--- config.mk ---
export PLATFORM = sky130hd
export DESIGN_NAME = msc_regs
export DESIGN_NICKNAME = d
export VERILOG_FILES = /design/src/core/msc_pkg.sv /design/src/core/msc_regs.sv /design/src/core/msc_vsel.sv /design/src/core/msc_rdfmt.sv
export SDC_FILE = /design/constraint.sdc
export NUM_CORES = 1
export LEC_CHECK = 0
export BUFFER_PORTS_ARGS = -buffer_cell sky130_fd_sc_hd__buf_2
export CAP_MARGIN = 20
export CORE_AREA = 2 2 208 210
export DETAILED_ROUTE_END_ITERATION = 16
export DIE_AREA = 0 0 210 212
export GPL_ROUTABILITY_DRIVEN = 0
export GPL_TIMING_DRIVEN = 0
export PLACE_DENSITY_LB_ADDON = 0.3
export SYNTH_ARGS = -nofsm -noshare
export SYNTH_HDL_FRONTEND = slang
export SYNTH_SLANG_ARGS = --single-unit
--- constraint.sdc ---
create_clock -name CLK_I -period 5.4 [get_ports CLK_I]
set_input_delay 0 -clock CLK_I [delete_from_list [all_inputs] [get_ports CLK_I]]
set_output_delay 0 -clock CLK_I [all_outputs]
set_load 0.02 [all_outputs]
--- src/core/msc_pkg.sv ---
// Package: register map, reset values and carrier types of the metering register bank
package msc_pkg;

  localparam int PHASES = 3;

  // Register addresses
  localparam logic [15:0] ADDR_VA_A       = 16'hE519;
  localparam logic [15:0] ADDR_VA_B       = 16'hE51A;
  localparam logic [15:0] ADDR_VA_C       = 16'hE51B;
  localparam logic [15:0] ADDR_CHECKSUM   = 16'hE51F;
  localparam logic [15:0] ADDR_NOM_V      = 16'hE520;
  localparam logic [15:0] ADDR_RSV0_LO    = 16'hE521;
  localparam logic [15:0] ADDR_RSV0_HI    = 16'hE52E;
  localparam logic [15:0] ADDR_PEAK_STAT  = 16'hE600;
  localparam logic [15:0] ADDR_DELAY0     = 16'hE601;
  localparam logic [15:0] ADDR_DELAY1     = 16'hE602;
  localparam logic [15:0] ADDR_DELAY2     = 16'hE603;
  localparam logic [15:0] ADDR_RSV1_LO    = 16'hE604;
  localparam logic [15:0] ADDR_RSV1_HI    = 16'hE606;
  localparam logic [15:0] ADDR_PERIOD     = 16'hE607;
  localparam logic [15:0] ADDR_IDLE_LOAD  = 16'hE608;
  localparam logic [15:0] ADDR_RSV2_LO    = 16'hE609;
  localparam logic [15:0] ADDR_RSV2_HI    = 16'hE60B;
  localparam logic [15:0] ADDR_LINE_CYC   = 16'hE60C;
  localparam logic [15:0] ADDR_ZX_TOUT    = 16'hE60D;
  localparam logic [15:0] ADDR_COMP_CFG   = 16'hE60E;
  localparam logic [15:0] ADDR_AMP_GAIN   = 16'hE60F;
  localparam logic [15:0] ADDR_PULSE_CFG  = 16'hE610;

  // Values after reset
  localparam logic [31:0] CHECKSUM_RST    = 32'h33666787;
  localparam logic [23:0] NOM_V_RST       = 24'h000000;
  localparam logic [15:0] LINE_CYC_RST    = 16'hFFFF;
  localparam logic [15:0] ZX_TOUT_RST     = 16'hFFFF;
  localparam logic [15:0] COMP_CFG_RST    = 16'h01FF;
  localparam logic [15:0] AMP_GAIN_RST    = 16'h0000;
  localparam logic [15:0] PULSE_CFG_RST   = 16'h0E88;
  localparam logic [31:0] RDATA_RST       = 32'h00000000;

  // Field position of per-phase substitute enables in computation_config
  localparam int VSUB_EN_LSB = 9;

  // Read word format
  typedef enum logic [2:0] {
    FMT_SE24 = 3'b001,
    FMT_ZP24 = 3'b010,
    FMT_RAW  = 3'b100
  } msc_fmt_e;

  // Live measurements from the datapath
  typedef struct packed {
    logic [PHASES-1:0][23:0] va;
    logic [PHASES-1:0][23:0] vrms;
    logic [15:0]             peak;
    logic [PHASES-1:0][15:0] delay;
    logic [15:0]             period;
    logic [15:0]             idle;
  } msc_meas_s;

  // Configuration words towards the datapath
  typedef struct packed {
    logic [15:0] line_cycle;
    logic [15:0] zx_tout;
    logic [15:0] comp;
    logic [15:0] gain;
    logic [15:0] pulse;
    logic [23:0] nom_v;
  } msc_cfg_s;

endpackage

--- src/core/msc_regs.sv ---
// Metering status and configuration register bank
module msc_regs
  import msc_pkg::*;
(
  // Clock and reset
  input  wire logic              CLK_I,
  input  wire logic              RST_I,
  // Host register port
  input  wire logic [15:0]       REG_ADDR_I,
  input  wire logic              REG_WR_I,
  input  wire logic              REG_RD_I,
  input  wire logic [31:0]       REG_WDATA_I,
  output logic      [31:0]       REG_RDATA_O,
  output logic                   REG_RVALID_O,
  // Datapath measurements
  input  msc_meas_s              MEAS_I,
  input  wire logic [31:0]       CHECKSUM_I,
  input  wire logic              CHECKSUM_VLD_I,
  // Datapath configuration
  output msc_cfg_s               CFG_O,
  output logic [PHASES-1:0][23:0] EFF_VRMS_O
);

  // Configuration registers and checksum
  logic [23:0] nom_v_q;
  logic [15:0] line_cyc_q;
  logic [15:0] zx_tout_q;
  logic [15:0] comp_q;
  logic [15:0] gain_q;
  logic [15:0] pulse_q;
  logic [31:0] chk_q;

  // Read path
  logic [31:0] raw_d;
  msc_fmt_e    fmt_d;
  logic [31:0] word_d;
  logic [31:0] rdata_q;
  logic        rvalid_q;

  // Write decode and per-phase substitute enables
  wire logic wr_nom;
  wire logic wr_line;
  wire logic wr_zx;
  wire logic wr_comp;
  wire logic wr_gain;
  wire logic wr_pulse;
  wire logic [PHASES-1:0] sub_en;

  assign wr_nom   = REG_WR_I && (REG_ADDR_I == ADDR_NOM_V);
  assign wr_line  = REG_WR_I && (REG_ADDR_I == ADDR_LINE_CYC);
  assign wr_zx    = REG_WR_I && (REG_ADDR_I == ADDR_ZX_TOUT);
  assign wr_comp  = REG_WR_I && (REG_ADDR_I == ADDR_COMP_CFG);
  assign wr_gain  = REG_WR_I && (REG_ADDR_I == ADDR_AMP_GAIN);
  assign wr_pulse = REG_WR_I && (REG_ADDR_I == ADDR_PULSE_CFG);

  assign sub_en = comp_q[VSUB_EN_LSB +: PHASES];

  // Nominal voltage
  always_ff @(posedge CLK_I) begin
    if (RST_I) begin
      nom_v_q <= NOM_V_RST;
    end else if (wr_nom) begin
      nom_v_q <= REG_WDATA_I[23:0];
    end
  end

  // Line cycle count
  always_ff @(posedge CLK_I) begin
    if (RST_I) begin
      line_cyc_q <= LINE_CYC_RST;
    end else if (wr_line) begin
      line_cyc_q <= REG_WDATA_I[15:0];
    end
  end

  // Zero-crossing timeout
  always_ff @(posedge CLK_I) begin
    if (RST_I) begin
      zx_tout_q <= ZX_TOUT_RST;
    end else if (wr_zx) begin
      zx_tout_q <= REG_WDATA_I[15:0];
    end
  end

  // Computation configuration
  always_ff @(posedge CLK_I) begin
    if (RST_I) begin
      comp_q <= COMP_CFG_RST;
    end else if (wr_comp) begin
      comp_q <= REG_WDATA_I[15:0];
    end
  end

  // Amplifier gains
  always_ff @(posedge CLK_I) begin
    if (RST_I) begin
      gain_q <= AMP_GAIN_RST;
    end else if (wr_gain) begin
      gain_q <= REG_WDATA_I[15:0];
    end
  end

  // Pulse output configuration
  always_ff @(posedge CLK_I) begin
    if (RST_I) begin
      pulse_q <= PULSE_CFG_RST;
    end else if (wr_pulse) begin
      pulse_q <= REG_WDATA_I[15:0];
    end
  end

  // Checksum, refreshed by the datapath only
  always_ff @(posedge CLK_I) begin
    if (RST_I) begin
      chk_q <= CHECKSUM_RST;
    end else if (CHECKSUM_VLD_I) begin
      chk_q <= CHECKSUM_I;
    end
  end

  // Writes to reserved addresses fall through unused
  wire logic wr_rsv;
  assign wr_rsv = REG_WR_I && (
    ((REG_ADDR_I >= ADDR_RSV0_LO) && (REG_ADDR_I <= ADDR_RSV0_HI)) ||
    ((REG_ADDR_I >= ADDR_RSV1_LO) && (REG_ADDR_I <= ADDR_RSV1_HI)) ||
    ((REG_ADDR_I >= ADDR_RSV2_LO) && (REG_ADDR_I <= ADDR_RSV2_HI)));

  // Host writes aimed at read-only registers
  wire logic wr_ro;
  assign wr_ro = REG_WR_I && (
    (REG_ADDR_I == ADDR_VA_A) || (REG_ADDR_I == ADDR_VA_B) ||
    (REG_ADDR_I == ADDR_VA_C) || (REG_ADDR_I == ADDR_CHECKSUM));

  // Read select
  always_comb begin
    raw_d = 32'h00000000;
    fmt_d = FMT_RAW;
    if (REG_ADDR_I == ADDR_VA_A) begin
      raw_d = {8'h00, MEAS_I.va[0]};
      fmt_d = FMT_SE24;
    end else if (REG_ADDR_I == ADDR_VA_B) begin
      raw_d = {8'h00, MEAS_I.va[1]};
      fmt_d = FMT_SE24;
    end else if (REG_ADDR_I == ADDR_VA_C) begin
      raw_d = {8'h00, MEAS_I.va[2]};
      fmt_d = FMT_SE24;
    end else if (REG_ADDR_I == ADDR_CHECKSUM) begin
      raw_d = chk_q;
    end else if (REG_ADDR_I == ADDR_NOM_V) begin
      raw_d = {8'h00, nom_v_q};
      fmt_d = FMT_ZP24;
    end else if (REG_ADDR_I == ADDR_PEAK_STAT) begin
      raw_d = {16'h0000, MEAS_I.peak};
    end else if (REG_ADDR_I == ADDR_DELAY0) begin
      raw_d = {16'h0000, MEAS_I.delay[0]};
    end else if (REG_ADDR_I == ADDR_DELAY1) begin
      raw_d = {16'h0000, MEAS_I.delay[1]};
    end else if (REG_ADDR_I == ADDR_DELAY2) begin
      raw_d = {16'h0000, MEAS_I.delay[2]};
    end else if (REG_ADDR_I == ADDR_PERIOD) begin
      raw_d = {16'h0000, MEAS_I.period};
    end else if (REG_ADDR_I == ADDR_IDLE_LOAD) begin
      raw_d = {16'h0000, MEAS_I.idle};
    end else if (REG_ADDR_I == ADDR_LINE_CYC) begin
      raw_d = {16'h0000, line_cyc_q};
    end else if (REG_ADDR_I == ADDR_ZX_TOUT) begin
      raw_d = {16'h0000, zx_tout_q};
    end else if (REG_ADDR_I == ADDR_COMP_CFG) begin
      raw_d = {16'h0000, comp_q};
    end else if (REG_ADDR_I == ADDR_AMP_GAIN) begin
      raw_d = {16'h0000, gain_q};
    end else if (REG_ADDR_I == ADDR_PULSE_CFG) begin
      raw_d = {16'h0000, pulse_q};
    end
  end

  msc_rdfmt u_rdfmt (
    .raw_i  (raw_d),
    .fmt_i  (fmt_d),
    .word_o (word_d)
  );

  // Read answer one cycle after the strobe
  always_ff @(posedge CLK_I) begin
    if (RST_I) begin
      rdata_q  <= RDATA_RST;
      rvalid_q <= 1'b0;
    end else begin
      rdata_q  <= REG_RD_I ? word_d : rdata_q;
      rvalid_q <= REG_RD_I;
    end
  end

  assign REG_RDATA_O  = rdata_q;
  assign REG_RVALID_O = rvalid_q;

  // Nominal voltage substitution
  msc_vsel u_vsel (
    .clk_i    (CLK_I),
    .rst_i    (RST_I),
    .sub_en_i (sub_en),
    .nom_v_i  (nom_v_q),
    .meas_v_i (MEAS_I.vrms),
    .eff_v_o  (EFF_VRMS_O)
  );

  assign CFG_O.line_cycle = line_cyc_q;
  assign CFG_O.zx_tout    = zx_tout_q;
  assign CFG_O.comp       = comp_q;
  assign CFG_O.gain       = gain_q;
  assign CFG_O.pulse      = pulse_q;
  assign CFG_O.nom_v      = nom_v_q;

  wire logic rd_va_a;
  wire logic rd_va_c;
  wire logic rd_chk;
  wire logic rd_nom;
  assign rd_va_a = REG_RD_I && (REG_ADDR_I == ADDR_VA_A);
  assign rd_va_c = REG_RD_I && (REG_ADDR_I == ADDR_VA_C);
  assign rd_chk  = REG_RD_I && (REG_ADDR_I == ADDR_CHECKSUM);
  assign rd_nom  = REG_RD_I && (REG_ADDR_I == ADDR_NOM_V);
endmodule

--- src/core/msc_vsel.sv ---
// Per-phase choice between measured and nominal rms voltage
module msc_vsel
  import msc_pkg::*;
(
  // Clock and reset
  input  wire logic                     clk_i,
  input  wire logic                     rst_i,
  // Selection inputs
  input  wire logic [PHASES-1:0]        sub_en_i,
  input  wire logic [23:0]              nom_v_i,
  input  wire logic [PHASES-1:0][23:0]  meas_v_i,
  // Effective voltage
  output logic      [PHASES-1:0][23:0]  eff_v_o
);

  genvar g;
  wire logic [PHASES-1:0][23:0] eff_d;

  generate
    for (g = 0; g < PHASES; g++) begin : g_phase
      assign eff_d[g] = sub_en_i[g] ? nom_v_i : meas_v_i[g];
    end
  endgenerate

  // One register for all phases
  always_ff @(posedge clk_i) begin
    if (rst_i) begin
      eff_v_o <= {PHASES{NOM_V_RST}};
    end else begin
      eff_v_o <= eff_d;
    end
  end

endmodule

--- src/core/msc_rdfmt.sv ---
// Widening of register contents to the host-port word
module msc_rdfmt
  import msc_pkg::*;
(
  // Raw value and its format
  input  wire logic [31:0] raw_i,
  input  msc_fmt_e         fmt_i,
  // Host word
  output logic      [31:0] word_o
);

  function automatic logic [31:0] widen(input logic [31:0] v, input msc_fmt_e f);
    logic [31:0] r;
    r = v;
    case (f)
      FMT_SE24: r = {{8{v[23]}}, v[23:0]};
      FMT_ZP24: r = {8'h00, v[23:0]};
      default:  r = v;
    endcase
    return r;
  endfunction

  assign word_o = widen(raw_i, fmt_i);

endmodule

# --- Word-level counts from Yosys, hierarchy flattened ---
# Cells that the tools add are included.
word_totals:
  ff_bits: 241
  inputBits: 325
  output_inout_bits: 209
  word_cells: 61
op_classes:
  eq_ne: 18
  n_mux: 25
  reduce_logical: 6
op_table:
  columns: ["cell", "n"]
  rows:
  - ["16-bit == test, second input constant", 16]
  - ["16-bit 2-to-1 mux", 11]
  - ["32-bit 2-to-1 mux", 4]
  - ["24-bit 2-to-1 mux", 4]
  - ["32-bit one-hot mux with 2 select lines", 1]
  - ["3-bit 2-to-1 mux", 5]
  - ["1-bit logical AND", 6]
  - ["3-bit by 1-bit == test with 1-bit output, second input constant", 1]
  - ["3-bit by 2-bit == test with 1-bit output, second input constant", 1]

# --- Depth between registers and ports, before layout ---
logic_depth:
  depth_word: 18
  depth_mapped: 10
  depth_no_buf: 7

# --- Modules after synthesis ---
# A second synthesis with hierarchy kept.
unflattened:
  hier_cells: 1495
  area_unflattened_um2: 12482.0
by_module_without_submodules:
  columns: ["module", "instances", "cells_each", "area_per_inst_um2", "seq_area_each_um2"]
  rows:
  - ["msc_regs", 1, 1217, 9492.9, 3383.2]
  - ["msc_vsel", 1, 233, 2622.5, 1441.4]
  - ["msc_rdfmt", 1, 45, 366.6, 0.0]

# --- Worst setup path before layout ---
# Ideal clock, no wire load.
synth_path:
  kind: "input -> register"
  startpoint: "in REG_ADDR_I[5]"
  endpoint: "reg rdata_q[1], in the netlist REG_RDATA_O[1]"
  setup_time_ns: 0.133
  arrival_time_ns: 2.005
  required_time_ns: 5.267
  path_slack_ns: 3.262
  path_stages: 9
  n_path_buf: 3
  path_cell_list: "or4b_1 -> buf_4 -> or4_1 -> buf_2 -> buf_6 -> o22ai_1 -> nor3_1 -> a222oi_1 -> o22ai_1"
synth_between:
  elab_chain_cells: 18
  word_cells_on_any_way: 33
  classes_between: "eq/ne: 16; mux: 17"
synth_lines:
  columns: ["element", "line_no", "text"]
  rows:
  - ["from (decl)", "msc_regs.sv:9", "input wire logic [15:0] REG_ADDR_I,"]
  - ["16-bit == test", "msc_regs.sv:172", "end else if (REG_ADDR_I == ADDR_PULSE_CFG) begin"]
  - ["16-bit 2-to-1 mux", "msc_regs.sv:172", null]
  - ["16-bit 2-to-1 mux", "msc_regs.sv:170", "end else if (REG_ADDR_I == ADDR_AMP_GAIN) begin"]
  - ["16-bit 2-to-1 mux", "msc_regs.sv:168", "end else if (REG_ADDR_I == ADDR_COMP_CFG) begin"]
  - ["16-bit 2-to-1 mux", "msc_regs.sv:166", "end else if (REG_ADDR_I == ADDR_ZX_TOUT) begin"]
  - ["16-bit 2-to-1 mux", "msc_regs.sv:164", "end else if (REG_ADDR_I == ADDR_LINE_CYC) begin"]
  - ["16-bit 2-to-1 mux", "msc_regs.sv:162", "end else if (REG_ADDR_I == ADDR_IDLE_LOAD) begin"]
  - ["16-bit 2-to-1 mux", "msc_regs.sv:160", "end else if (REG_ADDR_I == ADDR_PERIOD) begin"]
  - ["(+2 left out)", null, null]
  - ["16-bit 2-to-1 mux", "msc_regs.sv:154", "end else if (REG_ADDR_I == ADDR_DELAY0) begin"]
  - ["16-bit 2-to-1 mux", "msc_regs.sv:152", "end else if (REG_ADDR_I == ADDR_PEAK_STAT) begin"]
  - ["24-bit 2-to-1 mux", "msc_regs.sv:149", "end else if (REG_ADDR_I == ADDR_NOM_V) begin"]
  - ["32-bit 2-to-1 mux", "msc_regs.sv:147", "end else if (REG_ADDR_I == ADDR_CHECKSUM) begin"]
  - ["32-bit 2-to-1 mux", "msc_regs.sv:144", "end else if (REG_ADDR_I == ADDR_VA_C) begin"]
  - ["32-bit 2-to-1 mux", "msc_regs.sv:141", "end else if (REG_ADDR_I == ADDR_VA_B) begin"]
  - ["32-bit 2-to-1 mux (*)", "msc_regs.sv:138", "if (REG_ADDR_I == ADDR_VA_A) begin"]
  - ["32-bit one-hot mux with 2 select lines (*)", "msc_rdfmt.sv:15", "case (f)"]
  - ["to (signal assigned)", "msc_regs.sv:189", "rdata_q <= REG_RD_I ? word_d : rdata_q;"]
  - ["to (decl)", "msc_regs.sv:37", "logic [31:0] rdata_q;"]
# Mark *: on every way between the ends. The rest lies on a longest branch, timed or not.
# A chain may end at the register's enable or synchronous reset.

# --- Worst setup path in the final report ---
layout_path:
  startpoint: "in REG_ADDR_I[0]"
  endpoint: "reg rdata_q[10], in the netlist REG_RDATA_O[10]"
# The elaborated chain is that of the path after synthesis.

==> flow_summary_export.csv <==
group,metric,value,unit
clock_tree,htree_levels,1,
grt,grt_pass1_vias,13600,
sta,slew_headroom,28.3,%
floorplanning,fp-row-count,76,
synth,synth_edf_count,0,
floorplanning,die_h,212,um
sta,worst_hold_slack,0.0257,ns
floorplanning,die_w,210,um
worst_setup_path,crit_required,5.87,ns
worst_setup_path,worst-path-buf-inv,6,
sta,fmax,243,MHz
clock_tree,clk_pin_slew,0.07,ns
synth,avgSynthCellArea,8.41,sq um
place,dpl.cell_count,2402,
worst_setup_path,crit_family,"buffers and inverters",
synth,yosysUniqueCellTypes,67,
floorplanning,die-area,44500,sq um
grt,grt_use_met1,34.7,%
synth,syn_area,11200,sq um
clock_tree,cts_tree,"built",
worst_setup_path,critPathCaptureType,"flip-flop",
route,routed_via_density,5.32,
final_layout,final_cell_mix,"536 x buf_2, 255 x nand2_1, 241 x dfxtp_1",
power,p_per_area,265,nW/um^2
floorplanning,start_util,26.3,%
worst_setup_path,path_class,"in2reg",
worst_setup_path,crit_chain,"buf_2 > clkbuf_1 > nor2b_1 > clkbuf_1 > nand2_1 > clkbuf_1 > o22ai_1 > o21ai_0 > a222oi_1 > dlygate4sd3_1 > o22ai_1 > dlygate4sd3_1",
synth,synth_top_area_share,43.2,%
power,max-vdd-ir-drop,0.229,mV
worst_setup_path,critPathSlowestCell,"clkbuf_1",
floorplanning,core,42500,sq um
route,via_count,14100,
sta,fin_crit_sh,76.2,%
grt,grt_max_degree,15,
worst_setup_path,rrSetupSlack,1.73,ns
grt,grt_use_total,29.0,%
place,dp_hpwl,52.5,mm
floorplanning,io_pins,534,
route,drcViolationCount,0,
grt,use_met3,6.00,%
synth,ys_top_cells_by_area,"dfxtp_1 43%, nand2_1 8.6%, mux2i_1 8.5%",
clock_tree,ctsLongestPathBuffers,3,
route,drtAntennaViolNets,0,
sta,hold_viol_final,0,
synth,seq_area_frac_synth,43.2,%
grt,busiest_layer,"met2",
clock_tree,worstSkewPairLatency,0.59,ns
sta,final.setup_skew,0.0234,ns
final_layout,fin_area,17500,sq um
synth,ys.warnings.count,0,
clock_tree,clock_sinks,241,
worst_setup_path,worstPathMaxFanout,10,
synth,synthCells,1329,
final_layout,fin_nets,2401,
route,drtIter0Drc,1228,
sta,drv_slew,0,
route,dr.pass1.iters,8,
min_path,min-delay-path-class,"in2reg",
sta,setup_viol,0,
worst_setup_path,critPathLaunchType,"input pin",
synth,ys_ff_latch,241,
status,outcome,"finished clean",
clock_tree,cts_buffers,28,
clock_tree,cts_setup_buffers,0,
clock_tree,cts_root_buf,"clkbuf_16",
synth,synthArstFlopShare,0,%
worst_setup_path,critPathMaxStageDelay,0.69,ns
worst_setup_path,cpMostUsedCell,"clkbuf_1",
place,dpl_cell_area,14500,sq um
place,io_buffers,524,
sta,tns,0,ns
final_layout,fillCellCount,4282,
power,p_leak,7.46,nW
grt,grt-ovfl-total,0,
grt,grt_pass1_wl,93.7,mm
final_layout,final_common_cell,"buf_2",
grt,antenna_found_initial,7,
sta,tightest_slew,1.07,ns
synth,yosysTopAreaCell,"dfxtp_1",
final_layout,drive_above_1_share,29.3,%
route,finalWirelength,67.8,mm
flow_run,drv_cap,0,
synth,synth_ff_type,"dfxtp_1",
synth,syn_nets,1654,
sta,finalCriticalPeriod,4.12,ns
final_layout,stdcell_count,2649,
route,wl_per_cell,25.6,um
worst_setup_path,cp.arrival,4.59,ns
grt,met2_usage,49.7,%
final_layout,area_delta_synth_final,56.3,%
sta,rsz0062_at_grt,"no",
[per-layer routing]
layer  vias to the layer above  wire length (um)  share of wire [%]
met5                         -                 0                  0
met4                         0              3240                4.8
met3                       179              5870                8.7
met2                       921             32200                 47
met1                      6708             26500                 39
li1                       6283                 -                  -
[sequential cells by signal (all words and copies together), names as in the netlist]
register        cells
pulse_q            16
line_cyc_q         16
nom_v_q            24
chk_q              32
u_vsel.eff_v_o     72
gain_q             16
comp_q             16
REG_RDATA_O        32
zx_tout_q          16
REG_RVALID_O        1
[what timing repair did]
| action | CTS | global route |
|---|---|---|
| endpoints found under the hold margin | 241 | 0 |
| hold buffers | 188 | 0 |
| resized for setup | 0 | 0 |
[metrics by stage]
| step | worst slack [ns] | power, mW | util (%) |
|---|---|---|---|
| global route | 1.25 | 4.76 | 41.1 |
| CTS | 1.54 | 4.64 | 41.0 |
| global placement | 1.95 | 2.35 | 34.1 |
| finish | 1.28 | 4.64 | 41.1 |
| floorplan | 3.26 | 2.09 | - |
| detailed placement | 1.93 | 2.36 | 34.1 |
[area by class of cell]
type / count / area, sq um / area share (%)
Multi-Input combinational cell: 982 / 5930 / 33.9
Clock buffer: 33 / 759 / 4.35
Clock inverter: 18 / 295 / 1.69
Inverter: 4 / 15.0 / 0.0859
Timing Repair Buffer: 717 / 4540 / 26.0
Tap cell: 546 / 683 / 3.91
Buffer: 102 / 412 / 2.36
Antenna cell: 6 / 15.0 / 0.0859
Sequential cell: 241 / 4820 / 27.6
[final timing paths]
path / from / end / depth (start not counted)
min: MEAS_I[89] / REG_RDATA_O[9] / 5
max reg2reg: comp_q[10] / REG_RDATA_O[10] / 9
max: REG_ADDR_I[0] / REG_RDATA_O[10] / 12
min reg2reg: chk_q[26] / REG_RDATA_O[26] / 2
[cell families (layout without fill, tap and decap cells)]
kind of cell / count (synthesis) / in the layout / share of synthesized area [%]
and+or+nand+nor: 580 / 580 / 24.8
AOI/OAI and AO/OA: 306 / 306 / 19.6
DFF: 241 / 241 / 43.2
buffers and inverters: 106 / 874 / 3.82
muxes: 96 / 96 / 8.61
other: 0 / 6 / 0
[report_power, final]
group	internal [mW]	switching (mW)	leakage [nW]
Sequential	1.83	0.0246	1.98
Clock	1.34	0.863	0.510
Combinational	0.263	0.312	4.98
Total	3.44	1.20	7.46
[worst min-delay path, delay by kind of cell]
kind / cells / cell delay, ns
compound gates: 2 / 0.29
simple gates: 2 / 0.17
buf+inv: 1 / 0.10
[cells in the mapped netlist, types with 18 or more instances]
| master | number |
|---|---|
| nor2b_1 | 24 |
| nor2_1 | 166 |
| nand3b_1 | 47 |
| nor3_1 | 22 |
| nand2_1 | 255 |
| o22ai_1 | 23 |
| a22oi_1 | 18 |
| a21oi_1 | 76 |
| o221ai_1 | 25 |
| clkbuf_1 | 80 |
| mux2i_1 | 95 |
| a211o_1 | 19 |
| dfxtp_1 | 241 |
| o21ai_0 | 31 |
| a222oi_1 | 19 |
Note: power is estimated with default switching activity, not from simulation.
